--- config.mk ---
export PLATFORM = sky130hd
export DESIGN_NAME = itfm_top
export DESIGN_NICKNAME = d
export VERILOG_FILES = /design/src/hdl/itfm_pkg.sv /design/src/hdl/itfm_sync.sv /design/src/hdl/itfm_top.sv
export SDC_FILE = /design/constraint.sdc
export NUM_CORES = 1
export LEC_CHECK = 0
export BUFFER_PORTS_ARGS = -buffer_cell sky130_fd_sc_hd__clkbuf_2
export CORE_MARGIN = 2
export CORE_UTILIZATION = 50
export DETAILED_ROUTE_END_ITERATION = 7
export PLACE_DENSITY = 0.79
export SYNTH_ARGS = -nofsm -noshare
export SYNTH_HDL_FRONTEND = slang
export SYNTH_HIERARCHICAL = 1
export SYNTH_SLANG_ARGS = --single-unit
--- constraint.sdc ---
create_clock -name i_clock -period 2.4 [get_ports i_clock]
set_clock_uncertainty 0.05 [all_clocks]
set_input_delay 0.24 -clock i_clock [delete_from_list [all_inputs] [get_ports i_clock]]
set_output_delay 0.24 -clock i_clock [all_outputs]
set_load 0.01 [all_outputs]
--- src/hdl/itfm_pkg.sv ---
package itfm_pkg;
  localparam int unsigned NUM_TERM = 6;
  localparam int unsigned ADDR_W = 4;
  localparam logic [7:0] FN_FORWARD_RUN = 8'h00;
  localparam logic [7:0] FN_REVERSE_RUN = 8'h01;
  localparam logic [7:0] FN_SPEED_BIT0 = 8'h02;
  localparam logic [7:0] FN_JOG_RUN = 8'h06;
  localparam logic [7:0] FN_DC_BRAKE = 8'h07;
  localparam logic [7:0] FN_MOTOR2 = 8'h08;
  localparam logic [7:0] FN_ALT_RAMP = 8'h09;
  localparam logic [7:0] FN_COAST_STOP = 8'h0B;
  localparam logic [7:0] FN_OUTSIDE_TRIP = 8'h0C;
  localparam logic [7:0] FN_TRIP_RESET = 8'h12;
  localparam logic [7:0] POL_ACTIVE_HIGH = 8'h00;
  localparam logic [7:0] POL_ACTIVE_LOW = 8'h01;
  localparam logic [7:0] TRIP_ERROR_CODE = 8'h0C;
  // Register indices; each terminal takes a consecutive index
  localparam logic [ADDR_W-1:0] REG_FUNC0 = 4'h0;
  localparam logic [ADDR_W-1:0] REG_POL0 = 4'h6;
  localparam logic [ADDR_W-1:0] REG_STATUS = 4'hC;
  localparam logic [ADDR_W-1:0] REG_IRQ_EN = 4'hD;
  localparam logic [ADDR_W-1:0] REG_IRQ_CLR = 4'hE;
  localparam logic [ADDR_W-1:0] REG_TRIP = 4'hF;
  localparam int unsigned EV_TRIP = 0;
  localparam int unsigned EV_RUN_CHANGE = 1;
  localparam int unsigned NUM_EV = 2;
  localparam logic [7:0] FUNC_RESET [NUM_TERM] = '{8'h00, 8'h01, 8'h02, 8'h03, 8'h12, 8'h09};
  localparam logic [7:0] POL_RESET = 8'h00;

  typedef enum logic [1:0] {ITFM_STOP, ITFM_RUN_FWD, ITFM_RUN_REV, ITFM_RUN_JOG} itfm_mode_t;

  typedef struct packed {
    logic forward_run;
    logic reverse_run;
    logic [3:0] speed_index;
    logic jog_run;
    logic external_dc_brake;
    logic motor2_select;
    logic alt_ramp_select;
    logic coast_stop;
    logic outside_trip_request;
    logic trip_reset_command;
  } itfm_func_t;

  typedef struct packed {
    logic [ADDR_W-1:0] addr;
    logic [7:0] wdata;
    logic wr;
    logic rd;
  } itfm_bus_t;
endpackage

--- src/hdl/itfm_sync.sv ---
`timescale 1ns/10ps
module itfm_sync
  import itfm_pkg::*;
(
  // Clock and reset
  input wire logic i_clock,
  input wire logic i_reset_n,
  // Raw pins and clean levels
  input wire logic [NUM_TERM-1:0] i_pins,
  output logic [NUM_TERM-1:0] o_levels
);
  logic [NUM_TERM-1:0] meta_q;
  logic [NUM_TERM-1:0] meta_d;
  logic [NUM_TERM-1:0] sync_q;
  logic [NUM_TERM-1:0] sync_d;

  always_comb begin
    meta_d = i_pins;
    sync_d = meta_q;
  end

  // Two stages; the first is read only by the second
  always_ff @(posedge i_clock or negedge i_reset_n) begin
    if (!i_reset_n) begin
      meta_q <= '0;
      sync_q <= '0;
    end else begin
      meta_q <= meta_d;
      sync_q <= sync_d;
    end
  end

  assign o_levels = sync_q;
endmodule

--- src/hdl/itfm_top.sv ---
// The placing of the registers and the plain strobed port are this design's own decisions.
`timescale 1ns/10ps
module itfm_top
  import itfm_pkg::*;
(
  // Clock and reset
  input wire logic i_clock,
  input wire logic i_reset_n,
  // Terminals
  input wire logic [NUM_TERM-1:0] i_terminal,
  // Register port
  input wire logic [ADDR_W-1:0] i_addr,
  input wire logic [7:0] i_wdata,
  input wire logic i_wr,
  input wire logic i_rd,
  output logic [7:0] o_rdata,
  // Drive commands
  output logic o_run,
  output logic o_reverse,
  output logic o_jog_run,
  output logic [3:0] o_speed_index,
  output logic o_external_dc_brake,
  output logic o_motor2_select,
  output logic o_alt_ramp_select,
  output logic o_coast_stop,
  output logic o_trip,
  output logic [7:0] o_error_code,
  output logic o_trip_reset_command,
  // Interrupt
  output logic o_irq
);
  itfm_bus_t bus;
  logic [NUM_TERM-1:0] levels;
  logic [NUM_TERM-1:0] asserted;
  itfm_func_t fn;
  logic [7:0] func_q [NUM_TERM];
  logic [7:0] func_d [NUM_TERM];
  logic [NUM_TERM-1:0] low_q;
  logic [NUM_TERM-1:0] low_d;
  logic trip_prev_q;
  logic trip_prev_d;
  logic trip_q;
  logic trip_d;
  logic [7:0] err_q;
  logic [7:0] err_d;
  logic [NUM_EV-1:0] stat_q;
  logic [NUM_EV-1:0] stat_d;
  logic [NUM_EV-1:0] en_q;
  logic [NUM_EV-1:0] en_d;
  logic [NUM_EV-1:0] ev;
  logic [7:0] rdata_q;
  logic [7:0] rdata_d;
  itfm_mode_t mode_q;
  itfm_mode_t mode_d;
  itfm_func_t out_q;
  itfm_func_t out_d;
  logic irq_q;
  logic irq_d;

  assign bus = '{addr: i_addr, wdata: i_wdata, wr: i_wr, rd: i_rd};

  itfm_sync u_sync (
    .i_clock(i_clock),
    .i_reset_n(i_reset_n),
    .i_pins(i_terminal),
    .o_levels(levels)
  );

  // Polarity is applied after synchronising so edges are clock aligned
  genvar t;
  generate
    for (t = 0; t < NUM_TERM; t++) begin : g_term
      assign asserted[t] = levels[t] ^ low_q[t];
    end
  endgenerate

  // Each function is the OR of every terminal carrying its code
  always_comb begin
    fn = '0;
    for (int i = 0; i < NUM_TERM; i++) begin
      unique case (func_q[i])
        FN_FORWARD_RUN: fn.forward_run = fn.forward_run | asserted[i];
        FN_REVERSE_RUN: fn.reverse_run = fn.reverse_run | asserted[i];
        FN_JOG_RUN: fn.jog_run = fn.jog_run | asserted[i];
        FN_DC_BRAKE: fn.external_dc_brake = fn.external_dc_brake | asserted[i];
        FN_MOTOR2: fn.motor2_select = fn.motor2_select | asserted[i];
        FN_ALT_RAMP: fn.alt_ramp_select = fn.alt_ramp_select | asserted[i];
        FN_COAST_STOP: fn.coast_stop = fn.coast_stop | asserted[i];
        FN_OUTSIDE_TRIP: fn.outside_trip_request = fn.outside_trip_request | asserted[i];
        FN_TRIP_RESET: fn.trip_reset_command = fn.trip_reset_command | asserted[i];
        default: begin
          // Codes 02..05 form the speed index, unsupported codes do nothing
          if (func_q[i] >= FN_SPEED_BIT0 && func_q[i] <= FN_SPEED_BIT0 + 8'h03) begin
            fn.speed_index[func_q[i][1:0] - 2'h2] = 1'b1 & (fn.speed_index[func_q[i][1:0] - 2'h2]
              | asserted[i]);
          end
        end
      endcase
    end
  end

  // Run mode
  always_comb begin
    mode_d = ITFM_STOP;
    if (fn.forward_run && fn.reverse_run) begin
      mode_d = ITFM_STOP;
    end else if (fn.forward_run) begin
      mode_d = ITFM_RUN_FWD;
    end else if (fn.reverse_run) begin
      mode_d = ITFM_RUN_REV;
    end else if (fn.jog_run) begin
      mode_d = ITFM_RUN_JOG;
    end
    out_d = fn;
  end

  // Trip latch: rising edge sets, only the reset command clears
  always_comb begin
    trip_prev_d = fn.outside_trip_request;
    trip_d = trip_q;
    err_d = err_q;
    if (fn.trip_reset_command) begin
      trip_d = 1'b0;
      err_d = 8'h00;
    end
    if (fn.outside_trip_request && !trip_prev_q) begin
      trip_d = 1'b1;
      err_d = TRIP_ERROR_CODE;
    end
  end

  // Register writes, status and interrupt
  always_comb begin
    func_d = func_q;
    low_d = low_q;
    en_d = en_q;
    ev = '0;
    ev[EV_TRIP] = fn.outside_trip_request && !trip_prev_q;
    ev[EV_RUN_CHANGE] = (mode_d != mode_q);
    stat_d = stat_q;
    if (bus.wr) begin
      for (int i = 0; i < NUM_TERM; i++) begin
        if (bus.addr == REG_FUNC0 + 4'(i)) begin
          func_d[i] = bus.wdata;
        end
        if (bus.addr == REG_POL0 + 4'(i)) begin
          // Reset command terminals stay active high
          low_d[i] = (bus.wdata == POL_ACTIVE_LOW) && (func_q[i] != FN_TRIP_RESET);
        end
      end
      for (int i = 0; i < NUM_TERM; i++) begin
        if (bus.addr == REG_FUNC0 + 4'(i) && bus.wdata == FN_TRIP_RESET) begin
          low_d[i] = 1'b0;
        end
      end
      if (bus.addr == REG_IRQ_EN) begin
        en_d = bus.wdata[NUM_EV-1:0];
      end
      if (bus.addr == REG_IRQ_CLR) begin
        stat_d = stat_q & ~bus.wdata[NUM_EV-1:0];
      end
    end
    // Set wins over a clear in the same cycle
    stat_d = stat_d | ev;
    irq_d = |(stat_d & en_d);
    rdata_d = 8'h00;
    if (bus.rd) begin
      for (int i = 0; i < NUM_TERM; i++) begin
        if (bus.addr == REG_FUNC0 + 4'(i)) begin
          rdata_d = func_q[i];
        end
        if (bus.addr == REG_POL0 + 4'(i)) begin
          rdata_d = low_q[i] ? POL_ACTIVE_LOW : POL_ACTIVE_HIGH;
        end
      end
      if (bus.addr == REG_STATUS) begin
        rdata_d = {6'h00, stat_q};
      end
      if (bus.addr == REG_IRQ_EN) begin
        rdata_d = {6'h00, en_q};
      end
      if (bus.addr == REG_TRIP) begin
        rdata_d = err_q;
      end
    end
  end

  always_ff @(posedge i_clock or negedge i_reset_n) begin
    if (!i_reset_n) begin
      for (int i = 0; i < NUM_TERM; i++) begin
        func_q[i] <= FUNC_RESET[i];
      end
      low_q <= '0;
      en_q <= '0;
      stat_q <= '0;
      irq_q <= 1'b0;
      rdata_q <= 8'h00;
      trip_prev_q <= 1'b0;
      trip_q <= 1'b0;
      err_q <= 8'h00;
      mode_q <= ITFM_STOP;
      out_q <= '0;
    end else begin
      func_q <= func_d;
      low_q <= low_d;
      en_q <= en_d;
      stat_q <= stat_d;
      irq_q <= irq_d;
      rdata_q <= rdata_d;
      trip_prev_q <= trip_prev_d;
      trip_q <= trip_d;
      err_q <= err_d;
      mode_q <= mode_d;
      out_q <= out_d;
    end
  end

  assign o_rdata = rdata_q;
  assign o_run = (mode_q != ITFM_STOP);
  assign o_reverse = (mode_q == ITFM_RUN_REV);
  assign o_jog_run = (mode_q == ITFM_RUN_JOG);
  assign o_speed_index = out_q.speed_index;
  assign o_external_dc_brake = out_q.external_dc_brake;
  assign o_motor2_select = out_q.motor2_select;
  assign o_alt_ramp_select = out_q.alt_ramp_select;
  assign o_coast_stop = out_q.coast_stop;
  assign o_trip = trip_q;
  assign o_error_code = err_q;
  assign o_trip_reset_command = out_q.trip_reset_command;
  assign o_irq = irq_q;
endmodule

Word-level counts from Yosys, hierarchy flattened
Cells that the tools add are included.
{ "op_classes": {"add_sub_neg": 6, "magnitude_cmp": 24, "n_reduce_logical": 61, "n_bitwise": 62, "eq_ne": 74, "muxes": 141} }
{ "op_table": {"columns": ["cell", "n"], "rows": [
  ["equality test 8 x 4 -> 1 bit, second input constant", 24],
  ["two-way mux 8 bit", 18],
  ["equality test 8 x 3 -> 1 bit, second input constant", 12],
  ["two-way mux 1 bit", 86],
  ["equality test 8 x 1 -> 1 bit, second input constant", 7],
  ["equality test 8 x 5 -> 1 bit, second input constant", 7],
  ["OR reduction 9 bit", 6],
  ["bitwise OR 1 bit", 51],
  [">= comparator 8 x 2 -> 1 bit, second input constant", 6],
  ["less-or-equal comparator 8 x 3 -> 1 bit, second input constant", 6],
  ["zero test 8 bit", 6],
  ["two-way mux 4 bit", 12],
  ["inequality test 8 x 5 -> 1 bit, second input constant", 6],
  ["equality test 4 bit, second input constant", 8],
  ["logical AND 1 bit", 26],
  ["AND reduction 2 bit", 12],
  ["bitwise mux 4 bit", 5],
  ["< comparator 2 x 3 -> 1 bit, second input constant", 6],
  ["equality test 4 x 3 -> 1 bit, second input constant", 4],
  ["two-way mux 2 bit", 8],
  ["nonzero test 2 bit", 8],
  ["binary-select mux 1 bit (select 2 bit)", 6],
  ["demux 1 bit (select 2 bit)", 6],
  [">= comparator 2 x 1 -> 1 bit, second input constant", 6],
  ["other kinds (13)", 26]
]} }
{ "word_totals": {"ff_bits": 100, "elab_cells": 396, "inputBits": 22, "out_inout_bits": 30} }

Logic depth before layout (Yosys ltp)
Gate-level depths: netlist of run 1.
{ "logic_depth": {"ltp_word": 38, "mapped_depth": 8, "ltp_nobuf": 7} }

Hierarchy
The synthesis of run 1 kept the hierarchy.
{ "by_module_without_submodules": {"columns": ["mod", "area_each_um2", "n_inst", "cells_per_inst", "seq_area_each_um2"], "rows": [
  ["itfm_top", 5172.5, 1, 570, 2011.9],
  ["itfm_sync", 300.3, 1, 12, 300.3]
]} }

Worst setup path after synthesis of run 1
No wires, ideal clock.
{ "synth_path": {"kind": "reg-to-reg", "startpoint": "register func_q[11] (netlist bit)", "endpoint": "register irq_q, in the netlist o_irq", "path_buffers": 0, "arrival_ns": 2.174, "setup_time_ns": 0.129, "period_less_slack_ns": 2.353, "required_ns": 2.221, "path_stages_with_launch": 8, "path_slack_ns": 0.047, "path_cell_list": "dfrtp_1 -> or4_4 -> or4b_4 -> o221ai_2 -> o31a_2 -> nor3_2 -> a2111oi_2 -> o2bb2ai_1"} }
{ "synth_between": {"elab_chain_cells": 12, "word_cells_on_any_way": 26, "cone_classes": "4 x eq/ne; 12 x mux; 6 x bitwise; 4 x reduce/logical"} }
{ "synth_lines": {"columns": ["element", "line", "rtl"], "rows": [
  ["start, declared", "itfm_top.sv:36", "logic [7:0] func_q [NUM_TERM];"],
  ["start signal, assigned by index", "itfm_top.sv:191", "func_q[i] <= FUNC_RESET[i];"],
  ["start signal, assigned", "itfm_top.sv:204", "func_q <= func_d;"],
  ["equality test 8 x 3 -> 1 bit", "itfm_top.sv:81", "unique case (func_q[i])"],
  ["two-way mux 1 bit", "itfm_top.sv:81", null],
  ["bitwise OR 1 bit", "itfm_top.sv:84", "FN_JOG_RUN: fn.jog_run = fn.jog_run | asserted[i];"],
  ["two-way mux 1 bit", "itfm_top.sv:81", null],
  ["two-way mux 2 bit", "itfm_top.sv:111", "end else if (fn.jog_run) begin"],
  ["two-way mux 2 bit", "itfm_top.sv:109", "end else if (fn.reverse_run) begin"],
  ["two-way mux 2 bit", "itfm_top.sv:107", "end else if (fn.forward_run) begin"],
  ["two-way mux 2 bit", "itfm_top.sv:105", "if (fn.forward_run && fn.reverse_run) begin"],
  ["inequality test 2 bit", "itfm_top.sv:139", "ev[EV_RUN_CHANGE] = (mode_d != mode_q);"],
  ["bitwise OR 2 bit (*)", "itfm_top.sv:164", "stat_d = stat_d | ev;"],
  ["bitwise AND 2 bit (*)", "itfm_top.sv:165", "irq_d = |(stat_d & en_d);"],
  ["OR reduction 2 bit (*)", "itfm_top.sv:165", null],
  ["named net irq_d", "itfm_top.sv:58", "logic irq_d;"],
  ["end signal, assigned", "itfm_top.sv:208", "irq_q <= irq_d;"],
  ["end, declared", "itfm_top.sv:57", "logic irq_q;"]
]} }
Mark *: on every way through the listed nets, which the timed path passes. The rest lies on a longest branch.
A chain may end at the register's enable or synchronous reset.

Worst setup path after layout of run 1
Ends and elaborated chain as after synthesis.

==> results of run 1 <==
-- power groups by stage --
| stage | Combinational [mW] | Sequential [mW] | Clock (mW) |
|---|---|---|---|
| global placement | 1.59 | 2.19 | 0 |
| detailed placement | 1.62 | 2.21 | 0 |
| floorplan | 1.00 | 2.07 | 0 |
| finish | 1.74 | 2.22 | 0.968 |
| CTS | 1.66 | 2.19 | 0.976 |
| global route | 1.86 | 2.25 | 1.03 |
-- worst paths after layout --
check / from / endpoint / slack, ns
worst max-delay path: func_q[11] / o_irq / -0.03
worst min-delay path: i_rd / o_rdata[3] / 0.07
worst max register to register: func_q[11] / o_irq / -0.03
worst min register to register: u_sync/meta_q[0] / u_sync/o_levels[0] / 0.31
max in group asynchronous: i_reset_n / func_q[25] / 1.25
min in group asynchronous: i_reset_n / o_external_dc_brake / 0.33
-- repair_timing --
action,4_1_cts,5_1_grt
pin swaps,4,2
hold buffers,7,0
hold endpoints to repair,42,0
setup endpoints to repair,5,5
buffers inserted,1,3
resized for setup,6,16
-- synthesized netlist by cell type (6+ instances only) --
master / instances / area share (%)
nor2b_1: 14 / 1.6
nand4_1: 15 / 1.7
nor4b_1: 6 / 0.96
and2_1: 7 / 0.80
nand3_1: 26 / 2.4
o21ai_0: 21 / 1.9
xor2_1: 6 / 0.96
clkbuf_1: 26 / 1.8
dfstp_2: 8 / 3.8
mux2_2: 48 / 9.9
a21oi_1: 21 / 1.9
and3_1: 10 / 1.1
nor2_1: 49 / 3.4
nand2_1: 65 / 4.5
dfrtp_1: 84 / 38
nor3b_1: 6 / 0.82
nand2b_1: 10 / 1.1
buf_4: 8 / 1.1
xnor2_1: 7 / 1.1
inv_1: 10 / 0.69
a22oi_1: 10 / 1.4
nor4_1: 12 / 1.4
nor3_1: 17 / 1.6
-- registers in the layout (all words and copies together) (netlist names) --
name / count
u_sync/meta_q: 6
o_irq: 1
o_alt_ramp_select: 1
o_coast_stop: 1
en_q: 2
o_speed_index: 4
o_trip_reset_command: 1
stat_q: 2
u_sync/o_levels: 6
mode_q: 2
o_external_dc_brake: 1
o_error_code: 1
o_motor2_select: 1
low_q: 6
trip_prev_q: 1
o_rdata: 8
func_q: 48
-- cell type report --
class	instances	area, um^2	area share, %
timing repair buffer	123	860	12.9
tap	140	175	2.64
multi-input combinational	447	3080	46.3
sequential	92	2310	34.8
inverter	12	45.0	0.678
clock inverter	5	37.5	0.565
clock buffer	10	138	2.07
-- through the flow --
stage / worst slack, ns / instance area, um^2 / std cells / hold WS, ns
after floorplan: 0.0471 / 5490 / 587 / -0.106
after global placement: -0.0148 / 6260 / 803 / 0.205
after detailed placement: -0.0533 / 6260 / 803 / 0.216
after CTS: 0.00185 / 6540 / 826 / 0.0677
after global routing: -0.0980 / 6650 / 829 / 0.0833
final: -0.0276 / 6650 / 829 / 0.0720
-- logic make-up (layout without fill, tap and decap cells) --
family                    Yosys count  count (layout)  synth area share (%)
AOI/OAI and AO/OA                 103             103                  13.1
xor gates and xnor gates           13              13                  2.08
buffers and inverters              48             150                  3.86
DFF                                92              92                  42.2
muxes                              57              57                  12.7
other                               1               6                0.0685
and+or+nand+nor                   268             268                  26.0
-- metal layers --
layer / up-vias / routed length (um) / global-route usage [%]
met1: 2555 / 7280 / 42.8
met5: - / 0 / 0
met3: 83 / 1490 / 5.68
li1: 2332 / - / -
met4: 0 / 1040 / 18.7
met2: 314 / 8310 / 50.0
-- worst max-delay path: stages (launching register included) --
cell and delay (ns):
dfrtp_1 0.39, or4_4 0.56, or4b_4 0.53, o221ai_4 0.24
o31a_2 0.18, nor3_2 0.05, a2111oi_2 0.22, o2bb2ai_1 0.11
==> flow_metrics.tcl, run 1 <==
set metrics [dict create \
    reg2reg_depth 7 \
    drt_first_pass_iters 5 \
    cts_buffer_depth 2 \
    n_antenna_cell 0 \
    drc_errors 0 \
    final_hold_viol_count 0 \
    pwr-share-clk_pct 19.7 \
    cts.sinks 92 \
    wl_per_cell_um 21.9 \
    cts_buffers 9 \
    vias_per_cell 6.37 \
    yosysWarnings 6 \
    dpl.hpwl_um 13800 \
    grt_start_max_net_pins 54 \
    synth_edf_count 0 \
    finalPower_mw 4.92 \
    setup_tns_ns -0.0276 \
    gr-total-overflow 0 \
    design.die.area_mm2 0.0118 \
    whs_path_depth 2 \
    critPathArrivalTime_ns 2.63 \
    setup_viol 1 \
    final_util_pct 61.9 \
    drive_gt1_share_pct 32.5 \
    final_max_slew_viol_count 0 \
    die_y_um 109 \
    initial_core_util_pct 50.9 \
    min_period_over_period_pct 101 \
    hold_path_class "in2reg" \
    area_delta_synth_final_pct 21.4 \
    ant_nets 0 \
    rsz0062_at_grt "yes" \
    p_int_mw 3.05 \
    htreeDepth 3 \
    synthArstFlopShare_pct 100 \
    startpoint_type "flip-flop" \
    yosysSeqAreaShare_pct 42.2 \
    p_seq_share_pct 45.0 \
    antenna_found_initial 0 \
    switching_share_pct 38.0 \
    grt_pass1_vias 5316 \
    power.static_leakage_nw 2.92 \
    ioPinCount 52 \
    synthFlopType "dfrtp_1" \
    fin_crit_ns 2.43 \
    violations "negative setup slack" \
    setup_slack_ns -0.0276 \
    final_common_cell "dfrtp_1" \
    clk_latency_ns 0.37 \
    status "complete, but fails checks" \
    grt_pass1_wl_um 28600 \
    cts.clk_slew.worst_paths_ns 0.09 \
    yosys_register_bits 92 \
    relSlewSlack_pct 60.7 \
    maxCapViolCount 0 \
    die_w_um 109 \
    route.vias.total 5284 \
    fmax_mhz 412 \
    switchingPower_mw 1.87 \
    num_rows 38 \
    synth_cell_types 72 \
    power_per_cell_area_mw_per_mm2 740 \
    p_comb_share_pct 35.3 \
    synthCells 582 \
    cp-end-kind "flip-flop" \
    portBuffers 45 \
    tightestPinTransition_ns 0.584 \
    crit_path_max_fanout 2 \
    setup.worst_path.class "reg2reg" \
    vdd_drop_max_mv 0.463 \
    fillers 929 \
    layout.nets 707 \
    wl_um 18100 \
    syn_area_mm2 0.00547 \
    final_cell_mix "dfrtp_1 (82), buf_4 (69), nand2_1 (65)" \
    critPathRequiredTime_ns 2.61 \
    syn_avg_cell_area_um2 9.40 \
    cts_tree "yes" \
    grt_usage_pct 32.4 \
    core_mm2 0.0107 \
    clockRootBuffer "clkbuf_8" \
    drtIter0Drc 483 \
    place_congestion 0.991 \
]
Note: power is estimated with default switching activity, not from simulation.
==> run 2, diff against run 1 <==
--- a/config.mk
+++ b/config.mk
@@ -5,6 +5,7 @@
 export SDC_FILE = /design/constraint.sdc
 export NUM_CORES = 1
 export LEC_CHECK = 0
+export ABC_AREA = 1
 export BUFFER_PORTS_ARGS = -buffer_cell sky130_fd_sc_hd__clkbuf_2
 export CORE_MARGIN = 2
 export CORE_UTILIZATION = 50
==> run 2 against run 1 <==
The run still ends with negative setup slack left. Total power is 6.7% higher. Area after synthesis is 0.75% higher. Combinational power is 25% higher. Worst hold slack better by 0.047 ns. Core utilization is 3.7 points higher. Highest routed layer unchanged.
==> flow_metrics.tcl, run 2 <==
set metrics [dict create \
    top_layer "met4" \
    synth_cell_types 49 \
    synth.cells.most_frequent "nand2_1 (153), inv_1 (106), nor2_1 (85)" \
    die_w_um 109 \
    drtIter0Drc 604 \
    critPathArrivalTime_ns 3.11 \
    htreeDepth 3 \
    final_util_pct 65.6 \
    dp_cells 1031 \
    yosys_register_bits 92 \
    final_max_slew_viol_count 0 \
    maxCapViolCount 0 \
    yosysSeqAreaShare_pct 41.9 \
    route.vias.total 5837 \
    crit_top_cell "nand2_1" \
    tightestPinTransition_ns 0.564 \
    cts.sinks 92 \
    p_seq_share_pct 39.4 \
    synthCells 745 \
    met2_length_um 7510 \
    dpl.hpwl_um 12900 \
    hold_path_class "in2reg" \
    setup_slack_ns -0.481 \
    critPathRequiredTime_ns 2.63 \
    largest_reg_flops 48 \
    status "complete, but fails checks" \
    grt_usage_pct 28.8 \
    p_comb_share_pct 41.5 \
    synth_edf_count 0 \
    slowest_stage "dfrtp_1" \
    cts_tree "yes" \
    grt_start_max_net_pins 62 \
    setup.worst_path.class "reg2reg" \
    pwr-share-clk_pct 19.1 \
    worstReg2RegStart "func_q[42]" \
    drc_errors 0 \
    hold_ws_ns 0.119 \
    syn_avg_cell_area_um2 7.40 \
    hp-start "i_rd" \
    pre_cts_slack_ns -0.421 \
    wl_met1_um 7170 \
    fin_crit_ns 2.88 \
    violations "negative setup slack" \
    cp-end-kind "flip-flop" \
    clk_latency_ns 0.38 \
    cts_buffer_depth 2 \
    wl_um 16400 \
    finalPower_mw 5.25 \
    ioPinCount 52 \
    grt_pass1_wl_um 26000 \
    yosys.area.top_type "dfrtp_1" \
    cts_setup_buffers 0 \
    num_rows 38 \
    wl_met3_um 1170 \
    startpoint_type "flip-flop" \
    syn_area_mm2 0.00551 \
    cts_buffers 9 \
    synthArstFlopShare_pct 100 \
    rsz0062_at_grt "yes" \
    synthFlopType "dfrtp_1" \
    synth.most_common_cell "nand2_1" \
    ant_nets 0 \
    switching_share_pct 39.7 \
    p_int_mw 3.17 \
    drt_first_pass_iters 7 \
    design.die.area_mm2 0.0119 \
    wl_per_cell_um 15.5 \
    fmax_mhz 347 \
    die_y_um 109 \
    multi_input_area_mm2 0.00284 \
    fin_cells 1054 \
    gr-total-overflow 0 \
    crit_path_max_fanout 6 \
    vdd_drop_max_mv 0.465 \
    layout.nets 931 \
    fillers 913 \
    ys_top_cells_by_area "dfrtp_1 (38%), nand2_1 (10%), inv_1 (7.2%)" \
    core_mm2 0.0108 \
    n_antenna_cell 0 \
    min_period_over_period_pct 120 \
    vias_per_cell 5.54 \
    setup_viol 6 \
    crit_path_max_incr_delay_ns 0.42 \
    grt_pass1_vias 5380 \
    initial_core_util_pct 51.1 \
    final_hold_viol_count 0 \
    power_per_cell_area_mw_per_mm2 742 \
    yosysWarnings 6 \
    antenna_found_initial 0 \
    final_common_cell "nand2_1" \
    area_delta_synth_final_pct 28.4 \
    relSlewSlack_pct 62.1 \
    clockRootBuffer "clkbuf_8" \
    switchingPower_mw 2.08 \
    cts.clk_slew.worst_paths_ns 0.10 \
    crit_start "func_q[42]" \
    final_cell_mix "nand2_1 (147), buf_4 (111), inv_1 (105)" \
    regArea_mm2 0.00231 \
    synth_top_area_share_pct 38.1 \
    place_congestion 1.03 \
    power.static_leakage_nw 3.46 \
    drive_gt1_share_pct 28.0 \
    portBuffers 45 \
    top_register "func_q" \
]
==> run 2: cell families (layout without fill, tap and decap cells) <==
group                     after synthesis  after routing  synth area share [%]
xor gates and xnor gates                7              7                  1.11
AOI/OAI and AO/OA                     148            148                  16.3
and+or+nand+nor                       369            369                  31.4
DFF                                    92             92                  41.9
other                                   1              6                0.0680
buffers and inverters                 128            292                  9.26
==> run 2: power by group through the flow <==
stage / logic, mW / clock network, mW / registers [mW]
after floorplan: 1.05 / 0 / 2.10
after global placement: 2.01 / 0 / 2.07
after detailed placement: 2.05 / 0 / 2.08
after CTS: 2.11 / 1.02 / 2.06
after global routing: 2.38 / 1.09 / 2.11
final: 2.18 / 1.00 / 2.07
==> run 2: worst paths after layout <==
path | to | slack (ns) | cells after the start
worst max register to register | o_speed_index[2] | -0.48 | 26
worst min-delay path | o_rdata[6] | 0.12 | 3
min in group asynchronous | o_alt_ramp_select | 0.29 | 2
max in group asynchronous | func_q[12] | 1.29 | 3
worst min register to register | u_sync/o_levels[5] | 0.31 | 0
worst max-delay path | o_speed_index[2] | -0.48 | 26
==> run 2: repair_timing <==
action / in CTS / in global routing
pin swaps: 3 / 20
resized for setup: 12 / 21
hold buffers: 7 / 0
hold endpoints to repair: 35 / 0
endpoints found under the setup margin: 5 / 6
==> run 2: layout make-up <==
| type | count | area share [%] |
|---|---|---|
| sequential | 92 | 32.7 |
| inverter | 113 | 5.99 |
| clock buffer | 9 | 1.75 |
| tap | 140 | 2.47 |
| clock inverter | 7 | 0.813 |
| multi-input combinational | 530 | 40.1 |
| timing repair buffer | 163 | 16.2 |
==> run 2: per-stage QoR <==
stage / cell area [um^2] / setup TNS, ns
final: 7080 / -2.07
after global routing: 7080 / -3.31
after CTS: 7000 / -1.77
after detailed placement: 6700 / -1.73
after global placement: 6700 / -1.18
after floorplan: 5530 / -0.655
==> run 2: worst max-delay path: cells and delay by family (launching register included) <==
kind	cells	cell delay [ns]
AND/OR/NAND/NOR	23	1.82
AO/OA/AOI/OAI	2	0.26
flip-flops	1	0.42
XOR/XNOR	1	0.23
==> run 2: per-layer routing <==
| layer | GRT usage, % | vias to the layer above |
|---|---|---|
| li1 | - | 2818 |
| met1 | 39.9 | 2745 |
| met2 | 45.3 | 234 |
| met3 | 4.30 | 40 |
| met4 | 11.3 | 0 |
| met5 | 0 | - |
==> run 3, diff against run 2 <==
--- a/config.mk
+++ b/config.mk
@@ -10,7 +10,7 @@
 export CORE_MARGIN = 2
 export CORE_UTILIZATION = 50
 export DETAILED_ROUTE_END_ITERATION = 7
-export PLACE_DENSITY = 0.79
+export PLACE_DENSITY = 0.69
 export SYNTH_ARGS = -nofsm -noshare
 export SYNTH_HDL_FRONTEND = slang
 export SYNTH_HIERARCHICAL = 1
==> constraint.sdc (replaced) <==
create_clock -name i_clock -period 2.8 [get_ports i_clock]
set_clock_uncertainty 0.05 [all_clocks]
set_input_delay 0.28 -clock i_clock [delete_from_list [all_inputs] [get_ports i_clock]]
set_output_delay 0.28 -clock i_clock [all_outputs]
set_load 0.01 [all_outputs]
==> run 3 against run 2 <==
The run still ends with negative setup slack left. Clock-buffer cell count did not move. Register-to-register slack improved by 0.24 ns. Global-route usage rose by 0.50 points. Critical path depth fell by 2. Critical endpoint unchanged. Largest cell class unchanged.
==> flow_metrics.tcl, run 3 (same netlist as run 2, synthesis figures left out) <==
set metrics [dict create \
    fin_crit_ns 3.04 \
    ant_nets 0 \
    crit_top_cell "nand2_1" \
    relSlewSlack_pct 59.0 \
    die_w_um 109 \
    fmax_mhz 329 \
    drive_gt1_share_pct 21.4 \
    power.static_leakage_nw 3.16 \
    area_delta_synth_final_pct 19.6 \
    critPathArrivalTime_ns 3.27 \
    largest_reg_flops 48 \
    fin_cells 992 \
    power_per_cell_area_mw_per_mm2 672 \
    wl_met1_um 7600 \
    crit_path_max_fanout 5 \
    drtIter0Drc 515 \
    grt_start_max_net_pins 63 \
    slowest_stage "dfrtp_1" \
    cts.clk_slew.worst_paths_ns 0.10 \
    num_rows 38 \
    wl_per_cell_um 16.7 \
    grt_pass1_vias 5073 \
    design.die.area_mm2 0.0119 \
    route.vias.total 5624 \
    finalPower_mw 4.43 \
    core_mm2 0.0108 \
    setup.worst_path.class "reg2reg" \
    crit_family "simple AND/OR/NAND/NOR gates" \
    top_layer "met4" \
    cp.buffers_inverters 0 \
    setup_slack_ns -0.237 \
    vias_per_cell 5.67 \
    tightestPinTransition_ns 0.612 \
    maxCapViolCount 0 \
    status "complete, but fails checks" \
    final_hold_viol_count 0 \
    startpoint_type "flip-flop" \
    violations "negative setup slack" \
    hold_path_class "in2reg" \
    place_congestion 0.948 \
    clk_latency_ns 0.38 \
    drc_errors 0 \
    clockRootBuffer "clkbuf_8" \
    setup_viol 4 \
    gr-total-overflow 0 \
    cp-end-kind "flip-flop" \
    final_max_slew_viol_count 0 \
    crit_path_max_incr_delay_ns 0.42 \
    die_y_um 109 \
    path_cells "nor2_2 > nand3_4 > nor2_4 > o211ai_4 > o21ai_1 > nand2_2 > nand2_2 > nand2_2 > o21ai_2 > nand2_1 > nand2_1 > nand2_2 > nor2_4 > nand3_2 > nand3_2 > nand2_2 > o21ai_1 > nand2_1 > nand2_1 > nand2_1 > nor2_2 > nand2_2 > nand2_1 > nand2_1" \
    wl_met3_um 1130 \
    portBuffers 45 \
    ioPinCount 52 \
    cts_buffer_depth 2 \
    grt_pass1_wl_um 26200 \
    htreeDepth 3 \
    dpl.hpwl_um 12800 \
    n_antenna_cell 0 \
    critPathRequiredTime_ns 3.04 \
    cts_buffers 9 \
    drt_first_pass_iters 6 \
    top_register "func_q" \
    cts.sinks 92 \
    final_common_cell "nand2_1" \
    dp_cells 958 \
    cts_tree "yes" \
    vdd_drop_max_mv 0.437 \
    initial_core_util_pct 51.1 \
    antenna_found_initial 0 \
    min_period_over_period_pct 108 \
    met2_length_um 7400 \
    rsz0062_at_grt "yes" \
    wl_um 16600 \
    final_cell_mix "nand2_1 (150), inv_1 (105), nor2_1 (82), dfrtp_1 (82), o21ai_0 (73)" \
    layout.nets 869 \
    grt_usage_pct 29.3 \
]
-- run 3: cell types whose count changed in the layout (fill, tap and decap cells not counted), sizes merged --
| cell | previous run | this run |
|---|---|---|
| buf | 112 | 50 |
| bufinv | 0 | 2 |
| clkinv | 3 | 1 |
| clkinvlp | 1 | 2 |
| inv | 116 | 115 |
-- run 3: stage by stage --
step	area (um^2)	hold slack [ns]	utilization [%]	worst slack (ns)	TNS, ns
after detailed placement	6150	0.200	57.0	-0.211	-0.829
after floorplan	5530	-0.0656	-	0.236	0
final	6600	0.134	61.1	-0.237	-0.924
after global placement	6150	0.190	57.0	0.0419	0
after global routing	6600	0.126	61.1	-0.440	-1.76
after CTS	6480	0.125	60.1	-0.134	-0.518
-- run 3: final timing paths --
check / slack (ns) / start / cells after the start / endpoint
min: 0.13 / i_rd / 3 / o_rdata[5]
max: -0.24 / func_q[39] / 24 / o_speed_index[2]
max reg2reg: -0.24 / func_q[39] / 24 / o_speed_index[2]
min reg2reg: 0.31 / u_sync/meta_q[5] / 0 / u_sync/o_levels[5]
max in group asynchronous: 1.66 / i_reset_n / 3 / func_q[12]
min in group asynchronous: 0.32 / i_reset_n / 2 / o_external_dc_brake
-- run 3: cell type report --
cell class | instances | area [um^2]
Fill cell | 998 | 4200
Timing Repair Buffer | 101 | 678
Clock inverter | 7 | 106
Inverter | 113 | 424
Multi-Input combinational cell | 530 | 2770
Sequential cell | 92 | 2310
Clock buffer | 9 | 124
Tap cell | 140 | 175
-- run 3: report_power, final --
group | internal (mW) | switching, mW
Sequential | 1.58 | 0.224
Clock | 0.518 | 0.539
Combinational | 0.588 | 0.982
Total | 2.69 | 1.75
-- run 3: worst min-delay path, delay by kind of cell --
kind,cells,cell delay (ns)
buffers and inverters,2,0.17
and+or+nand+nor,1,0.08
-- run 3: routing by layer --
layer	track usage, %	vias to the layer above
met4	10.4	0
met3	4.90	32
met2	44.2	228
li1	-	2688
met1	42.3	2676
met5	0	-
-- run 3: timing repair --
| action | 4_1_cts | 5_1_grt |
|---|---|---|
| buffers inserted | 3 | 8 |
| gates resized for setup | 4 | 14 |
| hold buffers | 7 | 0 |
| endpoints found under the hold margin | 35 | 0 |
| pin swaps | 1 | 22 |
| endpoints found under the setup margin | 4 | 5 |
